`src/rtl/adc_fe_cal_pkg.sv`:
```
// Offsets, field positions, reset values and timing constants of the front-end config bank
package adc_fe_cal_pkg;

    // ****************************************************************
    // Register offsets
    // ****************************************************************
    localparam logic [11:0] OFS_FRONT_END_INPUT_CONFIG  = 12'hBA2;
    localparam logic [11:0] OFS_CALIBRATION_CLOCK_GATE  = 12'hBB3;
    localparam logic [11:0] OFS_CAL_GAIN_BYTE_LOW       = 12'hBBA;
    localparam logic [11:0] OFS_CAL_GAIN_BYTE_MID       = 12'hBBB;
    localparam logic [11:0] OFS_CAL_GAIN_BYTE_HIGH      = 12'hBBC;
    localparam logic [11:0] OFS_CENTRE_OFFSET           = 12'hBC3;
    localparam logic [11:0] OFS_CAP_MEASURE_WAIT_COUNT  = 12'hBC8;
    localparam logic [11:0] OFS_TEMPERATURE_DIODE_TRIM  = 12'hC01;
    localparam logic [11:0] OFS_REFERENCE_MONITOR_SEL   = 12'hC04;

    // ****************************************************************
    // Reset values
    // ****************************************************************
    localparam logic [7:0]  RST_REGISTER                = 8'h00;

    // ****************************************************************
    // Field positions
    // ****************************************************************
    localparam int          BIT_FORCE_CM                = 7;
    localparam int          BIT_HIGH_IMP                = 6;
    localparam int          TERM_MSB                    = 5;
    localparam int          TERM_LSB                    = 4;
    localparam int          BIT_CAL_CLK_EN              = 7;
    localparam int          GAIN_HIGH_MSB               = 5;
    localparam int          CENTRE_MSB                  = 7;
    localparam int          CENTRE_LSB                  = 2;
    localparam int          MON_MSB                     = 3;
    localparam int          MON_LSB                     = 2;

    // Writable masks; cleared bits are read-only reserved and read as zero
    localparam logic [7:0]  MASK_GAIN_HIGH              = 8'h3F;
    localparam logic [7:0]  MASK_CENTRE                 = 8'hFC;
    localparam logic [7:0]  MASK_MONITOR                = 8'h0F;

    // ****************************************************************
    // Field encodings
    // ****************************************************************
    localparam logic [7:0]  TRIM_SENSE_BOTH             = 8'h03;
    localparam logic [1:0]  MON_DEFAULT                 = 2'h0;
    localparam logic [1:0]  MON_DIODE_1X                = 2'h1;
    localparam logic [1:0]  MON_DIODE_20X               = 2'h2;
    localparam logic [1:0]  MON_GROUND                  = 2'h3;

    // ****************************************************************
    // Ramp timing: one wait step is one period of the fs/8 clock
    // ****************************************************************
    localparam int          RAMP_DIV                    = 8;
    localparam int          RAMP_PHASE_W                = 3;
    localparam logic [2:0]  RAMP_PHASE_LAST             = 3'h7;
    localparam logic [7:0]  WAIT_COUNT_MIN              = 8'h7D;
    localparam logic [7:0]  WAIT_COUNT_MAX              = 8'hFF;

endpackage : adc_fe_cal_pkg

```
`src/rtl/cap_ramp_timer.sv`:
```
// Capacitance-measurement ramp delay timer counting in fs/8 clock periods
`timescale 1ns/1ps
`default_nettype none

module cap_ramp_timer (
    // Clock and reset
    input  wire logic        clk,
    input  wire logic        reset_n,
    // Measurement control
    input  wire logic        cap_reset,
    input  wire logic [7:0]  wait_count,
    // Ramp clock
    output var  logic        ramp_clk
);

    logic                                    cap_reset_q;
    logic                                    counting;
    logic [adc_fe_cal_pkg::RAMP_PHASE_W-1:0] phase;
    logic [7:0]                              remaining;
    wire                                     reset_fall;
    wire                                     step_done;

    assign reset_fall = cap_reset_q & ~cap_reset;
    assign step_done  = counting && (phase == adc_fe_cal_pkg::RAMP_PHASE_LAST);

    always_ff @(posedge clk or negedge reset_n) begin
        if (!reset_n) begin
            cap_reset_q <= 1'b0;
        end else begin
            cap_reset_q <= cap_reset;
        end
    end

    // ****************************************************************
    // Delay from reset fall to ramp fall is wait_count fs/8 periods
    // ****************************************************************
    // Divider restarts at the edge so the delay is exact, not off by a phase
    always_ff @(posedge clk or negedge reset_n) begin
        if (!reset_n) begin
            counting  <= 1'b0;
            phase     <= '0;
            remaining <= 8'h00;
            ramp_clk  <= 1'b0;
        end else if (cap_reset) begin
            counting  <= 1'b0;
            phase     <= '0;
            ramp_clk  <= 1'b1;
        end else if (reset_fall) begin
            counting  <= (wait_count != 8'h00);
            phase     <= '0;
            remaining <= wait_count;
            ramp_clk  <= (wait_count != 8'h00);
        end else if (counting) begin
            phase <= phase + {{(adc_fe_cal_pkg::RAMP_PHASE_W - 1){1'b0}}, 1'b1};
            if (step_done) begin
                remaining <= remaining - 8'h01;
                if (remaining == 8'h01) begin
                    counting <= 1'b0;
                    ramp_clk <= 1'b0;
                end
            end
        end
    end

    // ****************************************************************
    // Checks
    // ****************************************************************
    logic [10:0] elapsed;
    logic [7:0]  wait_latched;

    always_ff @(posedge clk or negedge reset_n) begin
        if (!reset_n) begin
            elapsed      <= 11'h000;
            wait_latched <= 8'h00;
        end else if (reset_fall) begin
            elapsed      <= 11'h000;
            wait_latched <= wait_count;
        end else begin
            elapsed <= elapsed + 11'h001;
        end
    end
endmodule : cap_ramp_timer

`default_nettype wire

```
`src/rtl/adc_front_end_cal_config_regs.sv`:
```
// Front-end, calibration and temperature-sensing configuration register bank
`timescale 1ns/1ps
`default_nettype none

module adc_front_end_cal_config_regs (
    // Clock and reset
    input  wire logic        clk,
    input  wire logic        reset_n,
    // Register access from the serial control port
    input  wire logic [11:0] reg_addr,
    input  wire logic        reg_wr,
    input  wire logic        reg_rd,
    input  wire logic [7:0]  reg_wdata,
    output var  logic [7:0]  reg_rdata,
    output var  logic        reg_rvalid,
    // Front end
    output var  logic        common_mode_forcing,
    output var  logic        cm_high_impedance,
    output var  logic [1:0]  input_termination_select,
    // Calibration
    output var  logic        cal_clk_enable,
    output var  logic [21:0] cal_gain_constant,
    output var  logic [5:0]  centre_offset_value,
    // Capacitance measurement ramp
    input  wire logic        cap_reset,
    output var  logic        ramp_clk,
    // Temperature sensing
    output var  logic        diode_sense_enable,
    output var  logic        mon_diode_1x,
    output var  logic        mon_diode_20x,
    output var  logic        mon_ground
);

    // ****************************************************************
    // Register storage
    // ****************************************************************
    logic [7:0] front_end_input_config;
    logic [7:0] calibration_clock_gate;
    logic [7:0] cal_gain_byte_low;
    logic [7:0] cal_gain_byte_mid;
    logic [7:0] cal_gain_byte_high;
    logic [7:0] centre_offset;
    logic [7:0] cap_measure_wait_count;
    logic [7:0] temperature_diode_trim;
    logic [7:0] reference_monitor_select;

    // ****************************************************************
    // Address decode
    // ****************************************************************
    wire sel_fe    = (reg_addr == adc_fe_cal_pkg::OFS_FRONT_END_INPUT_CONFIG);
    wire sel_cal   = (reg_addr == adc_fe_cal_pkg::OFS_CALIBRATION_CLOCK_GATE);
    wire sel_g_lo  = (reg_addr == adc_fe_cal_pkg::OFS_CAL_GAIN_BYTE_LOW);
    wire sel_g_mid = (reg_addr == adc_fe_cal_pkg::OFS_CAL_GAIN_BYTE_MID);
    wire sel_g_hi  = (reg_addr == adc_fe_cal_pkg::OFS_CAL_GAIN_BYTE_HIGH);
    wire sel_ctr   = (reg_addr == adc_fe_cal_pkg::OFS_CENTRE_OFFSET);
    wire sel_wait  = (reg_addr == adc_fe_cal_pkg::OFS_CAP_MEASURE_WAIT_COUNT);
    wire sel_trim  = (reg_addr == adc_fe_cal_pkg::OFS_TEMPERATURE_DIODE_TRIM);
    wire sel_mon   = (reg_addr == adc_fe_cal_pkg::OFS_REFERENCE_MONITOR_SEL);
    wire any_sel   = sel_fe | sel_cal | sel_g_lo | sel_g_mid | sel_g_hi | sel_ctr
                   | sel_wait | sel_trim | sel_mon;

    // An unmapped offset enables no register, so its write is dropped
    wire wr_fe     = reg_wr & sel_fe;
    wire wr_cal    = reg_wr & sel_cal;
    wire wr_g_lo   = reg_wr & sel_g_lo;
    wire wr_g_mid  = reg_wr & sel_g_mid;
    wire wr_g_hi   = reg_wr & sel_g_hi;
    wire wr_ctr    = reg_wr & sel_ctr;
    wire wr_wait   = reg_wr & sel_wait;
    wire wr_trim   = reg_wr & sel_trim;
    wire wr_mon    = reg_wr & sel_mon;

    // Unmapped addresses read as zero and swallow writes
    wire [7:0] read_mux =
        sel_fe    ? front_end_input_config   :
        sel_cal   ? calibration_clock_gate   :
        sel_g_lo  ? cal_gain_byte_low        :
        sel_g_mid ? cal_gain_byte_mid        :
        sel_g_hi  ? cal_gain_byte_high       :
        sel_ctr   ? centre_offset            :
        sel_wait  ? cap_measure_wait_count   :
        sel_trim  ? temperature_diode_trim   :
        sel_mon   ? reference_monitor_select : 8'h00;

    // Read-only reserved bits are masked on the way in, so they stay zero
    wire [7:0] wdata_g_hi = reg_wdata & adc_fe_cal_pkg::MASK_GAIN_HIGH;
    wire [7:0] wdata_ctr  = reg_wdata & adc_fe_cal_pkg::MASK_CENTRE;
    wire [7:0] wdata_mon  = reg_wdata & adc_fe_cal_pkg::MASK_MONITOR;

    wire [1:0] mon_field  = reference_monitor_select[adc_fe_cal_pkg::MON_MSB:
                                                     adc_fe_cal_pkg::MON_LSB];
    wire       next_sense = (temperature_diode_trim == adc_fe_cal_pkg::TRIM_SENSE_BOTH);

    // ****************************************************************
    // Register writes
    // ****************************************************************
    always_ff @(posedge clk or negedge reset_n) begin
        if (!reset_n) begin
            front_end_input_config   <= adc_fe_cal_pkg::RST_REGISTER;
            calibration_clock_gate   <= adc_fe_cal_pkg::RST_REGISTER;
            cal_gain_byte_low        <= adc_fe_cal_pkg::RST_REGISTER;
            cal_gain_byte_mid        <= adc_fe_cal_pkg::RST_REGISTER;
            cal_gain_byte_high       <= adc_fe_cal_pkg::RST_REGISTER;
            centre_offset            <= adc_fe_cal_pkg::RST_REGISTER;
            cap_measure_wait_count   <= adc_fe_cal_pkg::RST_REGISTER;
            temperature_diode_trim   <= adc_fe_cal_pkg::RST_REGISTER;
            reference_monitor_select <= adc_fe_cal_pkg::RST_REGISTER;
        end else begin
            if (wr_fe)     front_end_input_config   <= reg_wdata;
            if (wr_cal)    calibration_clock_gate   <= reg_wdata;
            if (wr_g_lo)   cal_gain_byte_low        <= reg_wdata;
            if (wr_g_mid)  cal_gain_byte_mid        <= reg_wdata;
            if (wr_g_hi)   cal_gain_byte_high       <= wdata_g_hi;
            if (wr_ctr)    centre_offset            <= wdata_ctr;
            if (wr_wait)   cap_measure_wait_count   <= reg_wdata;
            if (wr_trim)   temperature_diode_trim   <= reg_wdata;
            if (wr_mon)    reference_monitor_select <= wdata_mon;
        end
    end

    // ****************************************************************
    // Read port
    // ****************************************************************
    // Read-only bits of the addressed register, for the reserved-bit check
    wire [7:0] ro_bits =
        sel_g_hi ? ~adc_fe_cal_pkg::MASK_GAIN_HIGH :
        sel_ctr  ? ~adc_fe_cal_pkg::MASK_CENTRE    :
        sel_mon  ? ~adc_fe_cal_pkg::MASK_MONITOR   : 8'h00;

    // A read in the same cycle as a write returns the old contents
    always_ff @(posedge clk or negedge reset_n) begin
        if (!reset_n) begin
            reg_rdata  <= 8'h00;
            reg_rvalid <= 1'b0;
        end else begin
            reg_rvalid <= reg_rd;
            if (reg_rd) begin
                reg_rdata <= read_mux;
            end
        end
    end

    // ****************************************************************
    // Control outputs
    // ****************************************************************
    assign common_mode_forcing      = front_end_input_config[adc_fe_cal_pkg::BIT_FORCE_CM];
    assign cm_high_impedance        = front_end_input_config[adc_fe_cal_pkg::BIT_HIGH_IMP];
    assign input_termination_select = front_end_input_config[adc_fe_cal_pkg::TERM_MSB:
                                                             adc_fe_cal_pkg::TERM_LSB];
    assign cal_clk_enable           = calibration_clock_gate[adc_fe_cal_pkg::BIT_CAL_CLK_EN];
    assign cal_gain_constant        = {cal_gain_byte_high[adc_fe_cal_pkg::GAIN_HIGH_MSB:0],
                                       cal_gain_byte_mid, cal_gain_byte_low};
    assign centre_offset_value      = centre_offset[adc_fe_cal_pkg::CENTRE_MSB:
                                                    adc_fe_cal_pkg::CENTRE_LSB];

    // Decoded temperature controls get their own flops to stay glitch free
    always_ff @(posedge clk or negedge reset_n) begin
        if (!reset_n) begin
            diode_sense_enable <= 1'b0;
            mon_diode_1x       <= 1'b0;
            mon_diode_20x      <= 1'b0;
            mon_ground         <= 1'b0;
        end else begin
            diode_sense_enable <= next_sense;
            mon_diode_1x       <= (mon_field == adc_fe_cal_pkg::MON_DIODE_1X);
            mon_diode_20x      <= (mon_field == adc_fe_cal_pkg::MON_DIODE_20X);
            mon_ground         <= (mon_field == adc_fe_cal_pkg::MON_GROUND);
        end
    end

    // ****************************************************************
    // Ramp timer
    // ****************************************************************
    // Counts whatever is programmed; staying within 125..255 is left to software
    cap_ramp_timer i_cap_ramp_timer (
        .clk        (clk),
        .reset_n    (reset_n),
        .cap_reset  (cap_reset),
        .wait_count (cap_measure_wait_count),
        .ramp_clk   (ramp_clk)
    );
endmodule : adc_front_end_cal_config_regs

`default_nettype wire

```
`config.mk`:
```
export PLATFORM = sky130hd
export DESIGN_NAME = adc_front_end_cal_config_regs
export DESIGN_NICKNAME = d
export VERILOG_FILES = /design/src/rtl/adc_fe_cal_pkg.sv /design/src/rtl/cap_ramp_timer.sv /design/src/rtl/adc_front_end_cal_config_regs.sv
export SDC_FILE = /design/constraint.sdc
export NUM_CORES = 1
export LEC_CHECK = 0
export CELL_PAD_IN_SITES_DETAIL_PLACEMENT = 2
export CELL_PAD_IN_SITES_GLOBAL_PLACEMENT = 2
export CORE_MARGIN = 2
export CORE_UTILIZATION = 40
export DETAILED_ROUTE_END_ITERATION = 6
export DONT_BUFFER_PORTS = 1
export PLACE_DENSITY = 0.82
export SYNTH_ARGS = -nofsm -noshare
export SYNTH_HDL_FRONTEND = slang
export SYNTH_HIERARCHICAL = 1
export SYNTH_SLANG_ARGS = --single-unit
export TNS_END_PERCENT = 100
```
`constraint.sdc`:
```
create_clock -name clk -period 4.55 [get_ports clk]
set_input_delay 0.455 -clock clk [delete_from_list [all_inputs] [get_ports clk]]
set_output_delay 0.455 -clock clk [all_outputs]
set_load 0.1 [all_outputs]
```
==> impl_metrics.env <==
export IMPL_clk_path_buf_depth=2
export IMPL_die_area_sq_um=12400
export IMPL_fin_ws_ns=2.48
export IMPL_grt_max_degree=92
export IMPL_clkTransAtPathRegs_ns=0.07
export IMPL_antenna_found_initial=0
export IMPL_tightest_slew_ns=1.01
export IMPL_layout_drive_gt1_share=0.254
export IMPL_tritoncts="done"
export IMPL_ys_seq_area_frac=0.496
export IMPL_status="completed"
export IMPL_drcViolationCount=0
export IMPL_maxSlewHeadroom=0.327
export IMPL_syn_cell_area_sq_um=4590
export IMPL_wl_per_cell_um=27.4
export IMPL_grt_pass1_vias=3673
export IMPL_ys_warnings_count=6
export IMPL_htree_levels=3
export IMPL_cp_start_kind="register"
export IMPL_routed_wl_mm=14.4
export IMPL_clkSinkCount=91
export IMPL_critPathKind="reg2reg"
export IMPL_post_place_ws_ns=2.27
export IMPL_synth_cells=384
export IMPL_maxSlewViolCount=0
export IMPL_chipWidth_um=111
export IMPL_ant_nets=0
export IMPL_synth_edff_count=0
export IMPL_power_density_nw_per_um2=365
export IMPL_start_util=0.406
export IMPL_ys_flop_type="dfrtp_1"
export IMPL_ys_ff_latch=91
export IMPL_critPathRequiredTime_ns=4.79
export IMPL_finalHoldViolations=0
export IMPL_gp_congestion=0.817
export IMPL_cts_root_buf="clkbuf_16"
export IMPL_area_delta_synth_final_pct=9.43
export IMPL_drt_iter0_drc=211
export IMPL_mostFrequentLayoutCells="dfrtp_1 (91), mux2_2 (57), a21oi_1 (22), nand2_1 (18), o21ai_0 (13)"
export IMPL_drv_cap=0
export IMPL_viasPerCell=6.21
export IMPL_first_pass_iters=4
export IMPL_gr_total_overflow=0
export IMPL_grt_total_usage=0.244
export IMPL_via_count=3260
export IMPL_clock_skew_ns=0.00943
export IMPL_max_freq_mhz=483
export IMPL_clock_latency_ns=0.35
export IMPL_antennaDiodeCount=0
export IMPL_ys_async_sr_fraction=1.00
export IMPL_hp_class="in2async"
export IMPL_rsz0062_at_grt="no"
export IMPL_io_buffers=0
export IMPL_syn_nets=413
export IMPL_place_hpwl_mm=9.86
export IMPL_synth_cell_types=66
export IMPL_endpoint_kind="register"
export IMPL_rows=39
export IMPL_cp_max_fo=3
export IMPL_final_common_cell="dfrtp_1"
export IMPL_worstPathArrival_ns=2.31
export IMPL_die_h_um=111
export IMPL_numCtsBuffers=9
export IMPL_grt_pass1_wl_mm=22.7
export IMPL_ios=72
export IMPL_power_leakage_nw=2.31
export IMPL_fin_nets=406
export IMPL_finalSetupViolCount=0
export IMPL_post_route_period_util=0.455
export IMPL_syn_area_per_cell_sq_um=12.0
export IMPL_core_area_sq_um=11300
export IMPL_fin_setup_tns_ns=0
export IMPL_fin_crit_ns=2.07
export IMPL_ir_worst_vdd_mv=0.233
[path summary, 6_finish.rpt]
check / to / slack (ns) / depth (start not counted) / startpoint
min in group clk: reg_rvalid$_DFF_PN0_ / 0.13 / 0 / reg_rd
max: reg_rdata[7]$_DFFE_PN0P_ / 2.48 / 4 / cal_gain_byte_mid[7]$_DFFE_PN0P_
min: i_cap_ramp_timer/phase[0]$_DFFE_PN0P_ / 0.03 / 1 / reset_n
min reg2reg: mon_diode_20x$_DFF_PN0_ / 0.51 / 1 / reference_monitor_select[2]$_DFFE_PN0P_
max reg2reg: reg_rdata[7]$_DFFE_PN0P_ / 2.48 / 4 / cal_gain_byte_mid[7]$_DFFE_PN0P_
max in group asynchronous: temperature_diode_trim[5]$_DFFE_PN0P_ / 4.17 / 1 / reset_n
[stage by stage]
step | hold slack [ns] | util | power (mW) | cells | area (sq um)
5_1_grt | 0.0554 | 0.444 | 1.90 | 525 | 5020
4_1_cts | 0.0336 | 0.444 | 1.85 | 525 | 5020
3_3_place_gp | 0.163 | 0.413 | 1.00 | 508 | 4680
2_1_floorplan | 0.159 | - | 0.993 | 384 | 4590
3_5_place_dp | 0.162 | 0.413 | 1.01 | 508 | 4680
6_report | 0.0299 | 0.444 | 1.83 | 525 | 5020
[sequential cells by signal, summed over array words and instances, names as in the netlist, 8 cells and up]
signal and count:
cal_gain_byte_low 8, cal_gain_byte_mid 8, calibration_clock_gate 8, cap_measure_wait_count 8, front_end_input_config 8, i_cap_ramp_timer/remaining 8, reg_rdata 8, temperature_diode_trim 8
[cell type report]
type	instances	area, sq um
Fill cell	1143	6300
Sequential cell	91	2280
Multi-Input combinational cell	264	2190
Clock buffer	11	233
Tap cell	143	179
Clock inverter	5	85.1
Inverter	10	37.5
Timing Repair Buffer	1	27.5
[Yosys cell counts (all sizes together) (2+ instances only)]
cell | number | share of area
a22o | 6 | 0.011
mux2i | 9 | 0.020
nand3 | 8 | 0.0098
buf | 12 | 0.014
nor2b | 7 | 0.0095
nor2 | 10 | 0.0087
or3 | 2 | 0.0027
or2 | 3 | 0.0041
and4b | 6 | 0.013
nor4 | 4 | 0.012
a31o | 2 | 0.0038
a31oi | 4 | 0.0054
a32oi | 2 | 0.0038
and4 | 5 | 0.0095
or4b | 2 | 0.0052
a21oi | 22 | 0.024
nand4b | 2 | 0.0038
o22a | 2 | 0.0038
nand4 | 4 | 0.0054
nand2b | 2 | 0.0027
a32o | 2 | 0.0044
nor3 | 6 | 0.0065
inv | 10 | 0.0082
dfrtp | 91 | 0.50
o32ai | 2 | 0.0038
ha | 4 | 0.011
o22ai | 5 | 0.0068
o211ai | 3 | 0.0049
clkbuf | 7 | 0.0057
nand2 | 20 | 0.019
mux2 | 65 | 0.17
o21ai | 18 | 0.020
a22oi | 6 | 0.0098
a21boi | 3 | 0.0049
or4 | 2 | 0.0041
nor4b | 3 | 0.0098
nor3b | 3 | 0.0074
a221oi | 2 | 0.0038
o221a | 2 | 0.0049
or3b | 2 | 0.0038
[per-layer routing]
metal / GRT usage / wire, um
met1: 0.317 / 6300
met2: 0.411 / 7290
met3: 0.0519 / 606
met4: 0.0724 / 172
met5: 0 / 0
[power breakdown]
part	switching (mW)	internal [mW]	leakage (nW)
Sequential	0.0569	0.831	1.25
Clock	0.330	0.486	0.151
Combinational	0.0813	0.0488	0.906
Total	0.468	1.37	2.31
[cell families after synthesis]
group | after synthesis | share of synthesized area
mux | 74 | 0.186
compound gates | 87 | 0.127
flops | 91 | 0.496
buf+inv | 29 | 0.0281
fa+ha+maj | 4 | 0.0109
xor+xnor | 1 | 0.00191
simple gates | 98 | 0.151
[worst max-delay path, cell delays in order (launching register included)]
cell	delay [ns]
dfrtp_1	0.74
mux2_2	0.45
a22oi_1	0.23
o21ai_0	0.23
a31o_2	0.30
[timing repair]
item	4_1_cts	5_1_grt
hold endpoints to repair	91	0
endpoints found under the setup margin	0	0
gates resized for setup	0	0
setup buffers	0	0
hold buffers	1	0
(Power assumes the default switching activity.)
